==> src/logic/peer_link_defines.vh <==
// register indices, reset values, frame type codes, scale limits and timing counts for the peer link block
// assumes a 25 MHz system clock
`ifndef PEER_LINK_DEFINES_VH
`define PEER_LINK_DEFINES_VH

`define REG_PEER_LINK_ENABLE      4'h0
`define REG_SLAVE_EXCHANGE        4'h2
`define REG_FRAME_TYPE_SELECT     4'h3
`define REG_TORQUE_RX_OFFSET      4'h4
`define REG_TORQUE_RX_GAIN        4'h5
`define REG_LINK_LOSS_TIMEOUT     4'h6
`define REG_MASTER_SEND_PERIOD    4'h7
`define REG_FREQ_RX_OFFSET        4'h8
`define REG_FREQ_RX_GAIN          4'h9
`define REG_FOLLOW_FREQ_WINDOW    4'hb
`define REG_ROLE_CTRL             4'hc
`define REG_LINK_STATUS           4'hd
`define REG_TORQUE_USED           4'he
`define REG_FREQ_USED             4'hf

`define RST_ENABLE                16'h0000
`define RST_EXCHANGE              16'h0003
`define RST_FRAME_TYPE            16'h0000
`define RST_OFFSET                16'h0000
`define RST_GAIN                  16'h0064
`define RST_TIMEOUT               16'h000a
`define RST_PERIOD                16'h0001
`define RST_WINDOW                16'h0032

`define FRAME_MASTER_SLAVE        1'b0
`define FRAME_DROOP               1'b1

`define GAIN_ONE                  100
`define PCT_MAX                   10000

`define CLK_HZ                    25000000
`define MS_TIME_MS                1
`define MS_CYCLES                 (`CLK_HZ / 1000 * `MS_TIME_MS)
`define TENTH_S_TIME_MS           100
`define TENTH_S_CYCLES            (`CLK_HZ / 1000 * `TENTH_S_TIME_MS)

`endif

==> src/logic/peer_link.v <==
// peer-to-peer reference sharing between drives: registers, master sender, slave scaler
// assumes a frame transceiver outside that moves rxValid/txStart words at the comm rate
// Contract
// - enable setting turns link on; resets off
// - master sends its own frequency or torque
// - link address assigned automatically when enabled
// - three-digit exchange code: follow, fault, warning
// - frame type selects master-slave or droop
// - torque used equals gain times datum plus offset
// - scaled values clamped to plus minus 100%
// - frequency scaled with its own gain/offset
// - link fault after detection time; zero disables
// - master sends every send period, 1ms steps
// - frequency window only in master-slave mode
// - bit rate comes from general comm setting
//
// Chosen here: the register addresses and the address-and-strobe port.
`include "peer_link_defines.vh"
`default_nettype none

module peer_link #(
  parameter MS_CYCLES      = `MS_CYCLES,
  parameter TENTH_S_CYCLES = `TENTH_S_CYCLES,
  parameter [7:0] NODE_SEED = 8'h5a
)(
  input  wire        clk,
  input  wire        rst_n,
  input  wire [3:0]  regAddr,
  input  wire [15:0] regWdata,
  input  wire        regWr,
  input  wire        regRd,
  output reg  [15:0] regRdata,
  input  wire [15:0] generalCommRateSetting,
  input  wire signed [15:0] ownFreqRef,
  input  wire signed [15:0] ownTorqueRef,
  input  wire        rxValid,
  input  wire        rxFrameType,
  input  wire signed [15:0] rxFreq,
  input  wire signed [15:0] rxTorque,
  input  wire        rxFault,
  input  wire        rxSlaveOff,
  input  wire        localFault,
  output reg         txStart,
  output reg         txFrameType,
  output reg  [15:0] txData,
  output reg         txFault,
  output reg  [7:0]  linkAddr,
  output reg  [15:0] linkRate,
  output reg         linkEnabled,
  output reg  signed [15:0] torqueUsed,
  output reg  signed [15:0] freqUsed,
  output reg         followValid,
  output reg  [15:0] freqWindow,
  output reg         windowActive,
  output reg         linkFault,
  output reg         slaveOffWarn
);

  // reset release: rst_n takes effect at once, the release
  // reaches the rest of the block two edges later

  reg        rstMeta;
  reg        rstSync;
  always @(posedge clk or negedge rst_n)
  begin
    if (!rst_n)
    begin
      rstMeta <= 1'b0;
      rstSync <= 1'b0;
    end
    else
    begin
      rstMeta <= 1'b1;
      rstSync <= rstMeta;
    end
  end

  // software settings, one register per setting

  reg        enable_q;
  reg [15:0] exchange_q;
  reg        frameType_q;
  reg [15:0] tOffset_q;
  reg [15:0] tGain_q;
  reg [15:0] timeout_q;
  reg [15:0] period_q;
  reg [15:0] fOffset_q;
  reg [15:0] fGain_q;
  reg [15:0] window_q;
  reg        isMaster_q;
  reg        sendTorque_q;

  // exchange code digits held as bits: bit0 units, bit1 tens, bit2 hundreds
  wire ignoreMaster = exchange_q[0];
  wire noFaultSend  = exchange_q[1];
  wire warnSlaveOff = exchange_q[2];

  always @(posedge clk or negedge rstSync)
  begin
    if (!rstSync)
    begin
      enable_q     <= 1'b0;
      exchange_q   <= `RST_EXCHANGE;
      frameType_q  <= 1'b0;
      tOffset_q    <= `RST_OFFSET;
      tGain_q      <= `RST_GAIN;
      timeout_q    <= `RST_TIMEOUT;
      period_q     <= `RST_PERIOD;
      fOffset_q    <= `RST_OFFSET;
      fGain_q      <= `RST_GAIN;
      window_q     <= `RST_WINDOW;
      isMaster_q   <= 1'b0;
      sendTorque_q <= 1'b0;
    end
    else if (regWr)
    begin
      case (regAddr)
        `REG_PEER_LINK_ENABLE:   enable_q    <= regWdata[0];
        `REG_SLAVE_EXCHANGE:     exchange_q  <= {13'h0000, regWdata[2:0]};
        `REG_FRAME_TYPE_SELECT:  frameType_q <= regWdata[0];
        `REG_TORQUE_RX_OFFSET:   tOffset_q   <= regWdata;
        `REG_TORQUE_RX_GAIN:     tGain_q     <= regWdata;
        // timeout in tenths of a second, ten seconds at most
        `REG_LINK_LOSS_TIMEOUT:  timeout_q   <= (regWdata > 16'd100) ? 16'd100 : regWdata;
        // send period in ms: 1 ms up to 10 s
        `REG_MASTER_SEND_PERIOD:
        begin
          if (regWdata == 16'h0000)
            period_q <= 16'h0001;
          else if (regWdata > 16'd10000)
            period_q <= 16'd10000;
          else
            period_q <= regWdata;
        end
        `REG_FREQ_RX_OFFSET:     fOffset_q   <= regWdata;
        `REG_FREQ_RX_GAIN:       fGain_q     <= regWdata;
        // window in hundredths of Hz: 0.2 Hz up to 10 Hz
        `REG_FOLLOW_FREQ_WINDOW:
        begin
          if (regWdata < 16'd20)
            window_q <= 16'd20;
          else if (regWdata > 16'd1000)
            window_q <= 16'd1000;
          else
            window_q <= regWdata;
        end
        // bit0 makes this drive the master, bit1 sends torque
        `REG_ROLE_CTRL:
        begin
          isMaster_q   <= regWdata[0];
          sendTorque_q <= regWdata[1];
        end
        default: ;
      endcase
    end
  end

  // scale and clamp: gain in hundredths, values in hundredths of a percent
  function [15:0] scaleClamp;
    input signed [15:0] x;
    input signed [15:0] k;
    input signed [15:0] b;
    reg signed [39:0] acc;
    begin
      acc = ($signed({{24{x[15]}}, x}) * $signed({{24{k[15]}}, k})) / 40'sd100
            + $signed({{24{b[15]}}, b});
      if (acc > 40'sd10000)
        scaleClamp = 16'sd10000;
      else if (acc < -40'sd10000)
        scaleClamp = -16'sd10000;
      else
        scaleClamp = acc[15:0];
    end
  endfunction

  // timebase, sender, supervision and address state

  reg [23:0] msCnt_q;
  reg        msTick_q;
  reg [15:0] sendCnt_q;
  reg [23:0] tenthCnt_q;
  reg [15:0] silentTenths_q;
  reg [7:0]  lfsr_q;
  reg        addrDone_q;
  reg        rxPending_q;

  // frames are taken only by an enabled slave

  wire msWrap    = (msCnt_q == MS_CYCLES - 1);
  wire tenthWrap = (tenthCnt_q == TENTH_S_CYCLES - 1);
  wire rxTake    = enable_q && rxValid && !isMaster_q;

  always @(posedge clk or negedge rstSync)
  begin
    if (!rstSync)
    begin
      msCnt_q        <= 24'h000000;
      msTick_q       <= 1'b0;
      sendCnt_q      <= 16'h0000;
      tenthCnt_q     <= 24'h000000;
      silentTenths_q <= 16'h0000;
      lfsr_q         <= 8'h01;
      addrDone_q     <= 1'b0;
      rxPending_q    <= 1'b0;
      txStart        <= 1'b0;
      txFrameType    <= 1'b0;
      txData         <= 16'h0000;
      txFault        <= 1'b0;
      linkAddr       <= 8'h00;
      linkRate       <= 16'h0000;
      linkEnabled    <= 1'b0;
      torqueUsed     <= 16'h0000;
      freqUsed       <= 16'h0000;
      followValid    <= 1'b0;
      freqWindow     <= 16'h0000;
      windowActive   <= 1'b0;
      linkFault      <= 1'b0;
      slaveOffWarn   <= 1'b0;
    end
    else
    begin
      // status copies of settings and the rate input

      linkEnabled <= enable_q;
      linkRate    <= generalCommRateSetting;
      lfsr_q      <= {lfsr_q[6:0], lfsr_q[7] ^ lfsr_q[5] ^ lfsr_q[4] ^ lfsr_q[3]};

      // address is picked once per enable, no manual setting

      if (!enable_q)
        addrDone_q <= 1'b0;
      else if (!addrDone_q)
      begin
        addrDone_q <= 1'b1;
        // master takes address 1; a slave picks a free-running pseudo-random address
        linkAddr   <= isMaster_q ? 8'h01 : ((lfsr_q ^ NODE_SEED) | 8'h02);
      end

      // millisecond tick for the send period

      msTick_q <= 1'b0;
      if (msWrap)
      begin
        msCnt_q  <= 24'h000000;
        msTick_q <= 1'b1;
      end
      else
        msCnt_q <= msCnt_q + 24'h000001;

      // master sender: one frame per elapsed period
      // the reference is sampled when the frame starts

      txStart <= 1'b0;
      if (!enable_q || !isMaster_q)
        sendCnt_q <= 16'h0000;
      else if (msTick_q)
      begin
        if (sendCnt_q >= period_q - 16'h0001)
        begin
          sendCnt_q   <= 16'h0000;
          txStart     <= 1'b1;
          txFrameType <= frameType_q;
          txData      <= sendTorque_q ? ownTorqueRef : ownFreqRef;
          txFault     <= localFault;
        end
        else
          sendCnt_q <= sendCnt_q + 16'h0001;
      end
      if (!isMaster_q)
        txFault <= localFault && !noFaultSend && enable_q;


      // slave receiver: only frames of the selected type update the used values; any frame can raise slaveOffWarn
      // used values hold until the next accepted frame

      rxPending_q <= rxTake && (rxFrameType == frameType_q);
      if (rxTake && (rxFrameType == frameType_q))
      begin
        torqueUsed <= scaleClamp(rxTorque, tGain_q, tOffset_q);
        freqUsed   <= scaleClamp(rxFreq, fGain_q, fOffset_q);
      end
      followValid <= enable_q && !isMaster_q && !ignoreMaster;
      slaveOffWarn <= enable_q && warnSlaveOff && rxValid && rxSlaveOff;


      // follow window has meaning only with master-slave frames

      windowActive <= enable_q && (frameType_q == `FRAME_MASTER_SLAVE);
      freqWindow   <= (enable_q && (frameType_q == `FRAME_MASTER_SLAVE)) ? window_q
                      : 16'h0000;


      // silence supervision in tenths of a second
      // an accepted frame restarts the count and clears the fault

      if (!enable_q || rxPending_q || (timeout_q == 16'h0000))
      begin
        tenthCnt_q     <= 24'h000000;
        silentTenths_q <= 16'h0000;
        if (!enable_q || timeout_q == 16'h0000)
          linkFault <= 1'b0;
      end
      else if (tenthWrap)
      begin
        tenthCnt_q <= 24'h000000;
        if (silentTenths_q + 16'h0001 >= timeout_q)
          linkFault <= 1'b1;
        else
          silentTenths_q <= silentTenths_q + 16'h0001;
      end
      else
        tenthCnt_q <= tenthCnt_q + 24'h000001;
      if (rxPending_q)
        linkFault <= 1'b0;
      if (rxTake && rxFault && !noFaultSend)
        linkFault <= linkFault;
    end
  end

  // read data stand one cycle after the strobe, zero otherwise

  always @(posedge clk or negedge rstSync)
  begin
    if (!rstSync)
      regRdata <= 16'h0000;
    else if (regRd)
    begin
      case (regAddr)
        `REG_PEER_LINK_ENABLE:   regRdata <= {15'h0000, enable_q};
        `REG_SLAVE_EXCHANGE:     regRdata <= exchange_q;
        `REG_FRAME_TYPE_SELECT:  regRdata <= {15'h0000, frameType_q};
        `REG_TORQUE_RX_OFFSET:   regRdata <= tOffset_q;
        `REG_TORQUE_RX_GAIN:     regRdata <= tGain_q;
        `REG_LINK_LOSS_TIMEOUT:  regRdata <= timeout_q;
        `REG_MASTER_SEND_PERIOD: regRdata <= period_q;
        `REG_FREQ_RX_OFFSET:     regRdata <= fOffset_q;
        `REG_FREQ_RX_GAIN:       regRdata <= fGain_q;
        `REG_FOLLOW_FREQ_WINDOW: regRdata <= window_q;
        `REG_ROLE_CTRL:          regRdata <= {14'h0000, sendTorque_q, isMaster_q};
        `REG_LINK_STATUS:        regRdata <= {13'h0000, slaveOffWarn, addrDone_q, linkFault};
        `REG_TORQUE_USED:        regRdata <= torqueUsed;
        `REG_FREQ_USED:          regRdata <= freqUsed;
        default:                 regRdata <= 16'h0000;
      endcase
    end
    else
      regRdata <= 16'h0000;
  end

endmodule

`default_nettype wire

==> config.mk <==
export PLATFORM = sky130hd
export DESIGN_NAME = peer_link
export DESIGN_NICKNAME = d
export VERILOG_FILES = /design/src/logic/peer_link.v
export VERILOG_INCLUDE_DIRS = /design/src /design/src/logic
export SDC_FILE = /design/constraint.sdc
export NUM_CORES = 2
export LEC_CHECK = 0
export ABC_CLOCK_PERIOD_IN_PS = 11180
export BUFFER_PORTS_ARGS = -buffer_cell sky130_fd_sc_hd__buf_2
export CAP_MARGIN = 20
export CORE_ASPECT_RATIO = 1.25
export CORE_MARGIN = 8
export CORE_UTILIZATION = 30
export CTS_BUF_LIST = sky130_fd_sc_hd__clkbuf_8
export CTS_CLUSTER_DIAMETER = 60
export DETAILED_ROUTE_END_ITERATION = 10
export GPL_TIMING_DRIVEN = 0
export PLACE_DENSITY = 0.56
export SLEW_MARGIN = 10
export SYNTH_ARGS = -nofsm -noshare
export SYNTH_HDL_FRONTEND = slang
export SYNTH_SLANG_ARGS = --single-unit
==> constraint.sdc <==
create_clock -name clk -period 11.18 [get_ports clk]
set_input_delay 0 -clock clk [delete_from_list [all_inputs] [get_ports clk]]
set_output_delay 0 -clock clk [all_outputs]
set_load 0.1 [all_outputs]
; Word level (Yosys, flattened, before mapping)
; Cells that the tools add are included.
[op_classes]
n_addsub = 7
multipliers = 2
div = 2
magnitude_cmp = 10
n_eq_ne = 21
muxes = 37
n_bitwise = 8
reduce_logical = 44
[op_table]
columns = cell, n
row1 = $mux 16, 18
row2 = $pmux 16 s14, 1
row3 = $add 40x16->40, 2
row4 = $div 40x8->40 const B, 2
row5 = $gt 40x15->1 const B, 2
row6 = $lt 40x15->1 const B, 2
row7 = $mux 24, 3
row8 = $mul 16x16->32, 2
row9 = $add 24x1->24 const B, 2
row10 = $add 16x1->16 const B, 2
row11 = $ge 16x16->1, 2
row12 = $logic_not 16->1, 2
row13 = $eq 4x4->1 const B, 7
row14 = $reduce_and 2->1, 13
row15 = $eq 24x15->1 const B, 1
row16 = $eq 24x22->1 const B, 1
row17 = $eq 4x3->1 const B, 4
row18 = $gt 16x10->1 const B, 1
row19 = $gt 16x14->1 const B, 1
row20 = $gt 16x7->1 const B, 1
row21 = $lt 16x5->1 const B, 1
row22 = $sub 16x1->16 const B, 1
row23 = $mux 1, 14
row24 = $logic_and 1x1->1, 13
row25 = 16 further kinds, 33
[totals]
register_bits = 324
inputBits = 109
out_inout_bits = 112

; Depth between registers and ports, before layout
[depth]
depth_word = 6
depth_mapped = 154
mapped_depth_nobuf = 136

; Least setup slack after synthesis
; Ideal clock, no wire load.
[synth_timing]
path_type = register -> register
from = reg tGain_q[3]
to = reg torqueUsed[10]
arrival_ns = 29.681
required_ns = 11.060
setup_slack_ns = -18.621
stages_incl_launch_ff = 140
path_cell_list = dfrtp_1 -> clkbuf_1 -> clkbuf_1 -> nand2_1 -> fa_1 -> inv_1 -> fa_1 -> fa_1 -> fa_1 -> fa_1 -> inv_1 -> fa_1 -> inv_1 -> ha_1 -> clkbuf_8 -> a21oi_1 -> o21ai_0 -> a21o_2 -> [104 not listed] -> nand2_1 -> a21oi_1 -> o21ai_0 -> nand2b_1 -> a21o_1 -> a21o_1 -> a21o_1 -> a21o_1 -> a21o_1 -> a21o_1 -> a21o_1 -> a21oi_1 -> xnor2_1 -> nor4_1 -> nor2_2 -> nor2_8 -> o21ai_2 -> o21a_1
[synth_via]
elab_chain_len = 6
[synth_rtl]
columns = item, line_no
row1 = from (decl), peer_link.v:84  ; reg [15:0] tGain_q;
row2 = from (signal assigned), peer_link.v:106  ; tGain_q <= `RST_GAIN;
row3 = from (signal assigned), peer_link.v:122  ; `REG_TORQUE_RX_GAIN: tGain_q <= regWdata;
row4 = $mul 16x16->32 *, peer_link.v:165  ; acc = ($signed({{24{x[15]}}, x}) * $signed({{24{k[15]}}, k})) / 40'sd100
row5 = $div 40x8->40 *, peer_link.v:165
row6 = $add 40x16->40 *, peer_link.v:166  ; + $signed({{24{b[15]}}, b});
row7 = $lt 40x15->1, peer_link.v:169  ; else if (acc < -40'sd10000)
row8 = $mux 16, peer_link.v:169
row9 = $mux 16 *, peer_link.v:167  ; if (acc > 40'sd10000)
row10 = to (signal assigned), peer_link.v:279  ; torqueUsed <= scaleClamp(rxTorque, tGain_q, tOffset_q);
row11 = to (decl), peer_link.v:50  ; output reg signed [15:0] torqueUsed,
; Mark *: on every way between the ends. The rest lies on a longest branch, timed or not.
; A chain may end at the register's enable or synchronous reset.

; Worst setup path in the final report
[layout_timing]
from = reg tGain_q[9]
to = reg torqueUsed[7]
; Same word-level chain as after synthesis.

==> results_tabular.tex <==
\begin{tabular}{lr}
\hline
Metric & Value \\
\hline
\multicolumn{2}{l}{\textbf{Route}} \\
Average wire per cell in the routed design & between 20 and 25 microns \\
Vias per cell & 5.39 \\
Final antenna-violating net count & 0 \\
Final WL & between 150000 and 200000 microns \\
First drt pass iteration count & 6 \\
Detailed router's first-iteration violation count & approximately 3700 \\
Via count of the routed design & between 50000 and 60000 \\
DRC viols & 0 \\
\multicolumn{2}{l}{\textbf{Layout}} \\
Share of cells above drive strength 1 & approximately a quarter \\
NumNets Final & 8018 \\
Combined area of the multi-input logic cells & roughly 47000 sq um \\
Filler Cells Inserted & 18290 \\
Layout Cell Area excl Fill & around 69000 sq um \\
Total area of sequential cells & 8130 sq um \\
Final std cells w/o fill & 9544 \\
Final core occ & between 30\% and 40\% \\
Synthesis-to-layout area growth & 26.5\% \\
\multicolumn{2}{l}{\textbf{Global routing}} \\
Pin count of the biggest net entering global routing & 64 \\
Global routing met3 resource utilization & 3.01\% \\
GR met1 Demand/Resource & between 20\% and 30\% \\
Most used routing layer & met2 \\
Tot GR Track Use & a little under a fifth \\
Met2 track utilization from global routing & about a third \\
Number of global-route vias before repair & 51411 \\
Sum of overflow across all layers after global routing & 0 \\
Global-route wire length before repair & between 200000 and 300000 microns \\
Number of antenna violations at the first check in global routing & 40 \\
\multicolumn{2}{l}{\textbf{Timing}} \\
Slew Limit Headroom & about 14\% \\
Final slew viol count & 0 \\
Shortest clock period the worst path allows after layout & about 30 ns \\
Final hold violations & 0 \\
Worst-case setup margin in the final layout & -18.97 ns \\
Period utilization & 270\% \\
Pin slew with the least headroom to its limit & between 1 and 1.5 ns \\
Maximum clock skew at final layout & 0.0802 ns \\
Maximum clock frequency & 33.2 MHz \\
RSZ-0062 raised after global routing & true \\
Count of endpoints failing setup in the final report & 32 \\
Sum of negative setup slack & -596.16 ns \\
\multicolumn{2}{l}{\textbf{Die}} \\
Effective utilization at floorplan & between 30\% and 40\% \\
Row count & between 150 and 200 \\
Full die area & $\sim$200000 sq um \\
Number of ports placed on the die boundary & between 200 and 250 \\
Std-Cell Core Area & $\sim$180000 sq um \\
Die Y & roughly 490 microns \\
Die X-Extent & 397 microns \\
\multicolumn{2}{l}{\textbf{Run status}} \\
Violations in the final reports & negative setup slack \\
Run status & complete, but fails checks \\
\multicolumn{2}{l}{\textbf{Clocking}} \\
Number of buffers between clock root and the deepest sink & 3 \\
CTS H-tree depth & 2 \\
Clock transition time at the flip-flop clock pins of the worst setup and hold paths & about 0.07 ns \\
Clock tree from TritonCTS & built \\
Clock latency on the worst-skew pair & between 0.7 and 0.8 ns \\
Number of buffers created by CTS & 59 \\
Sink count of the clock tree & 323 \\
Root Driver & sky130\_fd\_sc\_hd\_\_clkbuf\_8 \\
\multicolumn{2}{l}{\textbf{Placed design}} \\
Placed cell areas & between 60000 and 70000 sq um \\
Placed wire-length estimate & 150000 microns \\
I/O Buffers & between 200 and 250 \\
Routability congestion estimate & 0.928 \\
Dpl cells & 8968 \\
\multicolumn{2}{l}{\textbf{Worst setup path}} \\
Critical path data required time & between 10 and 15 ns \\
Cell with the largest stage delay on the worst path & sky130\_fd\_sc\_hd\_\_or4b\_4 \\
Reg-to-reg setup timing slack & -18.97 ns \\
Worst stage delay on the critical path & between 0.6 and 0.7 ns \\
Crit path capture type & flip-flop \\
Crit path DAT & between 30 and 40 ns \\
Critical path peak fanout & 10 \\
Type of element launching the critical path & flip-flop \\
Crit path top cell by count & sky130\_fd\_sc\_hd\_\_a21o\_1 \\
Crit path kind & reg2reg \\
\multicolumn{2}{l}{\textbf{Logic synthesis}} \\
Portion of netlist area occupied by mux cells & between 2 and 3\% \\
Async set-reset flop share out of synthesis & 100\% \\
Count of mapped cells out of synthesis & approximately 6400 \\
Number of enable flip-flop cells after synthesis & 0 \\
Arithmetic-cell share of the synthesized area counting full adders, half adders and majority gates & between 20\% and 30\% \\
Synth unique cells & about 190 \\
Post-synthesis sequential area ratio & between 10\% and 20\% \\
Average cell area after synthesis & around 8.6 sq um \\
Dominant combinational cell family by area after synthesis & adder cells \\
Flop and latch count out of synthesis & roughly 320 \\
Share of the synthesized netlist area taken by xor and xnor gates & about 7.3\% \\
Number of nets in the synthesized netlist & 7280 \\
Top cells by area, synth & sky130\_fd\_sc\_hd\_\_fa\_1, sky130\_fd\_sc\_hd\_\_dfrtp\_1, sky130\_fd\_sc\_hd\_\_ha\_1 \\
Mapped Area & approximately 55000 sq um \\
Yosys top cell by area & sky130\_fd\_sc\_hd\_\_fa\_1 \\
Dominant register cell in the synthesized netlist & sky130\_fd\_sc\_hd\_\_dfrtp\_1 \\
Synth Area in Compound Gates & between 20\% and 30\% \\
Yosys warnings & 0 \\
Area share of the largest cell type after synthesis & approximately a fifth \\
Fraction of the mapped netlist area in simple logic gates & 19.8\% \\
\multicolumn{2}{l}{\textbf{Run}} \\
Max\_cap viols & 0 \\
\multicolumn{2}{l}{\textbf{Min path}} \\
Classification of the worst-slack hold path & in2reg \\
\hline
\end{tabular}
## per-stage QoR
| stage | setup WS (ns) | hold slack [ns] |
|---|---|---|
| 2_1_floorplan | -16.86 | -0.296 |
| 3_3_place_gp | -21.27 | -0.214 |
| 3_5_place_dp | -21.51 | -0.213 |
| 4_1_cts | -18.72 | 0.0346 |
| 5_1_grt | -20.32 | 0.0939 |
| 6_report | -18.97 | 0.0733 |
## logic make-up (layout without fill, tap and decap cells)
family / count (synthesis) / count (layout)
AO/OA/AOI/OAI: 1552 / 1552
XOR/XNOR: 430 / 430
adder cells (fa/ha/maj): 833 / 833
buffers and inverters: 978 / 1764
flip-flops: 323 / 323
multiplexers: 146 / 146
other: 1 / 13
AND/OR/NAND/NOR: 2093 / 2094
## worst max-delay path, delay by kind of cell (launching register included)
kind | cells | cell delay [ns]
buf+inv | 23 | 2.93
simple gates | 35 | 7.58
fa+ha+maj | 10 | 4.15
mux | 2 | 0.55
flops | 1 | 0.33
xor+xnor | 2 | 0.25
compound gates | 75 | 14.18
## routing by layer
| metal | wire, microns | share of wire (%) |
|---|---|---|
| met1 | 81300 | 42 |
| met2 | 91800 | 48 |
| met3 | 13100 | 6.8 |
| met4 | 6480 | 3.4 |
| met5 | 159 | 0.082 |
## cell usage after synthesis, drive strengths merged, types with 45 or more instances
master    n
inv     722
nand2   606
fa      526
nor2    436
a21oi   340
and2    333
dfrtp   308
xnor2   292
ha      289
o21ai   288
clkbuf  193
nand3   145
xor2    136
nor3    115
a21o    104
mux2     93
a31oi    88
nand2b   76
a211oi   67
and3     67
buf      61
o211ai   59
o21a     57
mux2i    53
nand4    52
nor2b    45
## cell type report
type | count | share of cell area [%]
multi-input combinational | 5056 | 67.6
sequential | 323 | 11.8
timing repair buffer | 690 | 7.64
tap | 2389 | 4.33
inverter | 723 | 3.93
buffer | 241 | 2.63
clock buffer | 77 | 1.54
clock inverter | 33 | 0.513
antenna | 12 | 0.0435
## layout by cell type (no fill, tap or decap), types with 68 or more instances in the layout
cell	instances
sky130_fd_sc_hd__inv_1	713
sky130_fd_sc_hd__nand2_1	573
sky130_fd_sc_hd__fa_1	511
sky130_fd_sc_hd__nor2_1	394
sky130_fd_sc_hd__buf_4	354
sky130_fd_sc_hd__and2_1	303
sky130_fd_sc_hd__dfrtp_1	295
sky130_fd_sc_hd__ha_1	270
sky130_fd_sc_hd__xnor2_1	236
sky130_fd_sc_hd__a21oi_1	227
sky130_fd_sc_hd__buf_2	225
sky130_fd_sc_hd__o21ai_0	176
sky130_fd_sc_hd__nand3_1	127
sky130_fd_sc_hd__clkbuf_8	116
sky130_fd_sc_hd__xor2_1	116
sky130_fd_sc_hd__clkbuf_1	108
sky130_fd_sc_hd__dlygate4sd3_1	96
sky130_fd_sc_hd__a21o_1	95
sky130_fd_sc_hd__nor3_1	94
sky130_fd_sc_hd__mux2_2	84
sky130_fd_sc_hd__a21oi_2	82
sky130_fd_sc_hd__nand2b_1	71
sky130_fd_sc_hd__a31oi_1	68
## state kept, by name, indices dropped and copies added (netlist names), 3 cells and up
| name | flops |
|---|---|
| tGain_q | 16 |
| tOffset_q | 16 |
| fGain_q | 16 |
| tenthCnt_q | 24 |
| exchange_q | 3 |
| linkAddr | 8 |
| freqUsed | 16 |
| sendCnt_q | 16 |
| msCnt_q | 24 |
| window_q | 16 |
| fOffset_q | 16 |
| period_q | 16 |
| linkRate | 16 |
| silentTenths_q | 16 |
| timeout_q | 16 |
| torqueUsed | 16 |
| lfsr_q | 8 |
| freqWindow | 16 |
| txData | 16 |
| regRdata | 16 |
## timing repair
| item | CTS | global route |
|---|---|---|
| setup buffers | 179 | 187 |
| pin swaps | 144 | 265 |
| cloned | 0 | 4 |
| gates resized for setup | 330 | 376 |
| endpoints found under the hold margin | 124 | 0 |
| endpoints found under the setup margin | 32 | 32 |
| hold buffers | 96 | 0 |
## path summary, 6_finish.rpt
check | start | endpoint | cells after the start
hold / removal | rxValid | freqUsed[8]$_DFFE_PN0P_ | 5
hold reg to reg | rstSync$_DFF_PN0_ | linkRate[11]$_DFF_PN0_ | 0
min in group asynchronous | rstSync$_DFF_PN0_ | linkRate[11]$_DFF_PN0_ | 0
setup / recovery | tGain_q[9]$_DFFE_PN0P_ | torqueUsed[7]$_DFFE_PN0P_ | 147
setup reg to reg | tGain_q[9]$_DFFE_PN0P_ | torqueUsed[7]$_DFFE_PN0P_ | 147
max in group asynchronous | rstSync$_DFF_PN0_ | tGain_q[6]$_DFFE_PN1P_ | 4
Power is not shown: default switching activity piles up to over one toggle a cycle in this logic, so the estimate is an artifact.
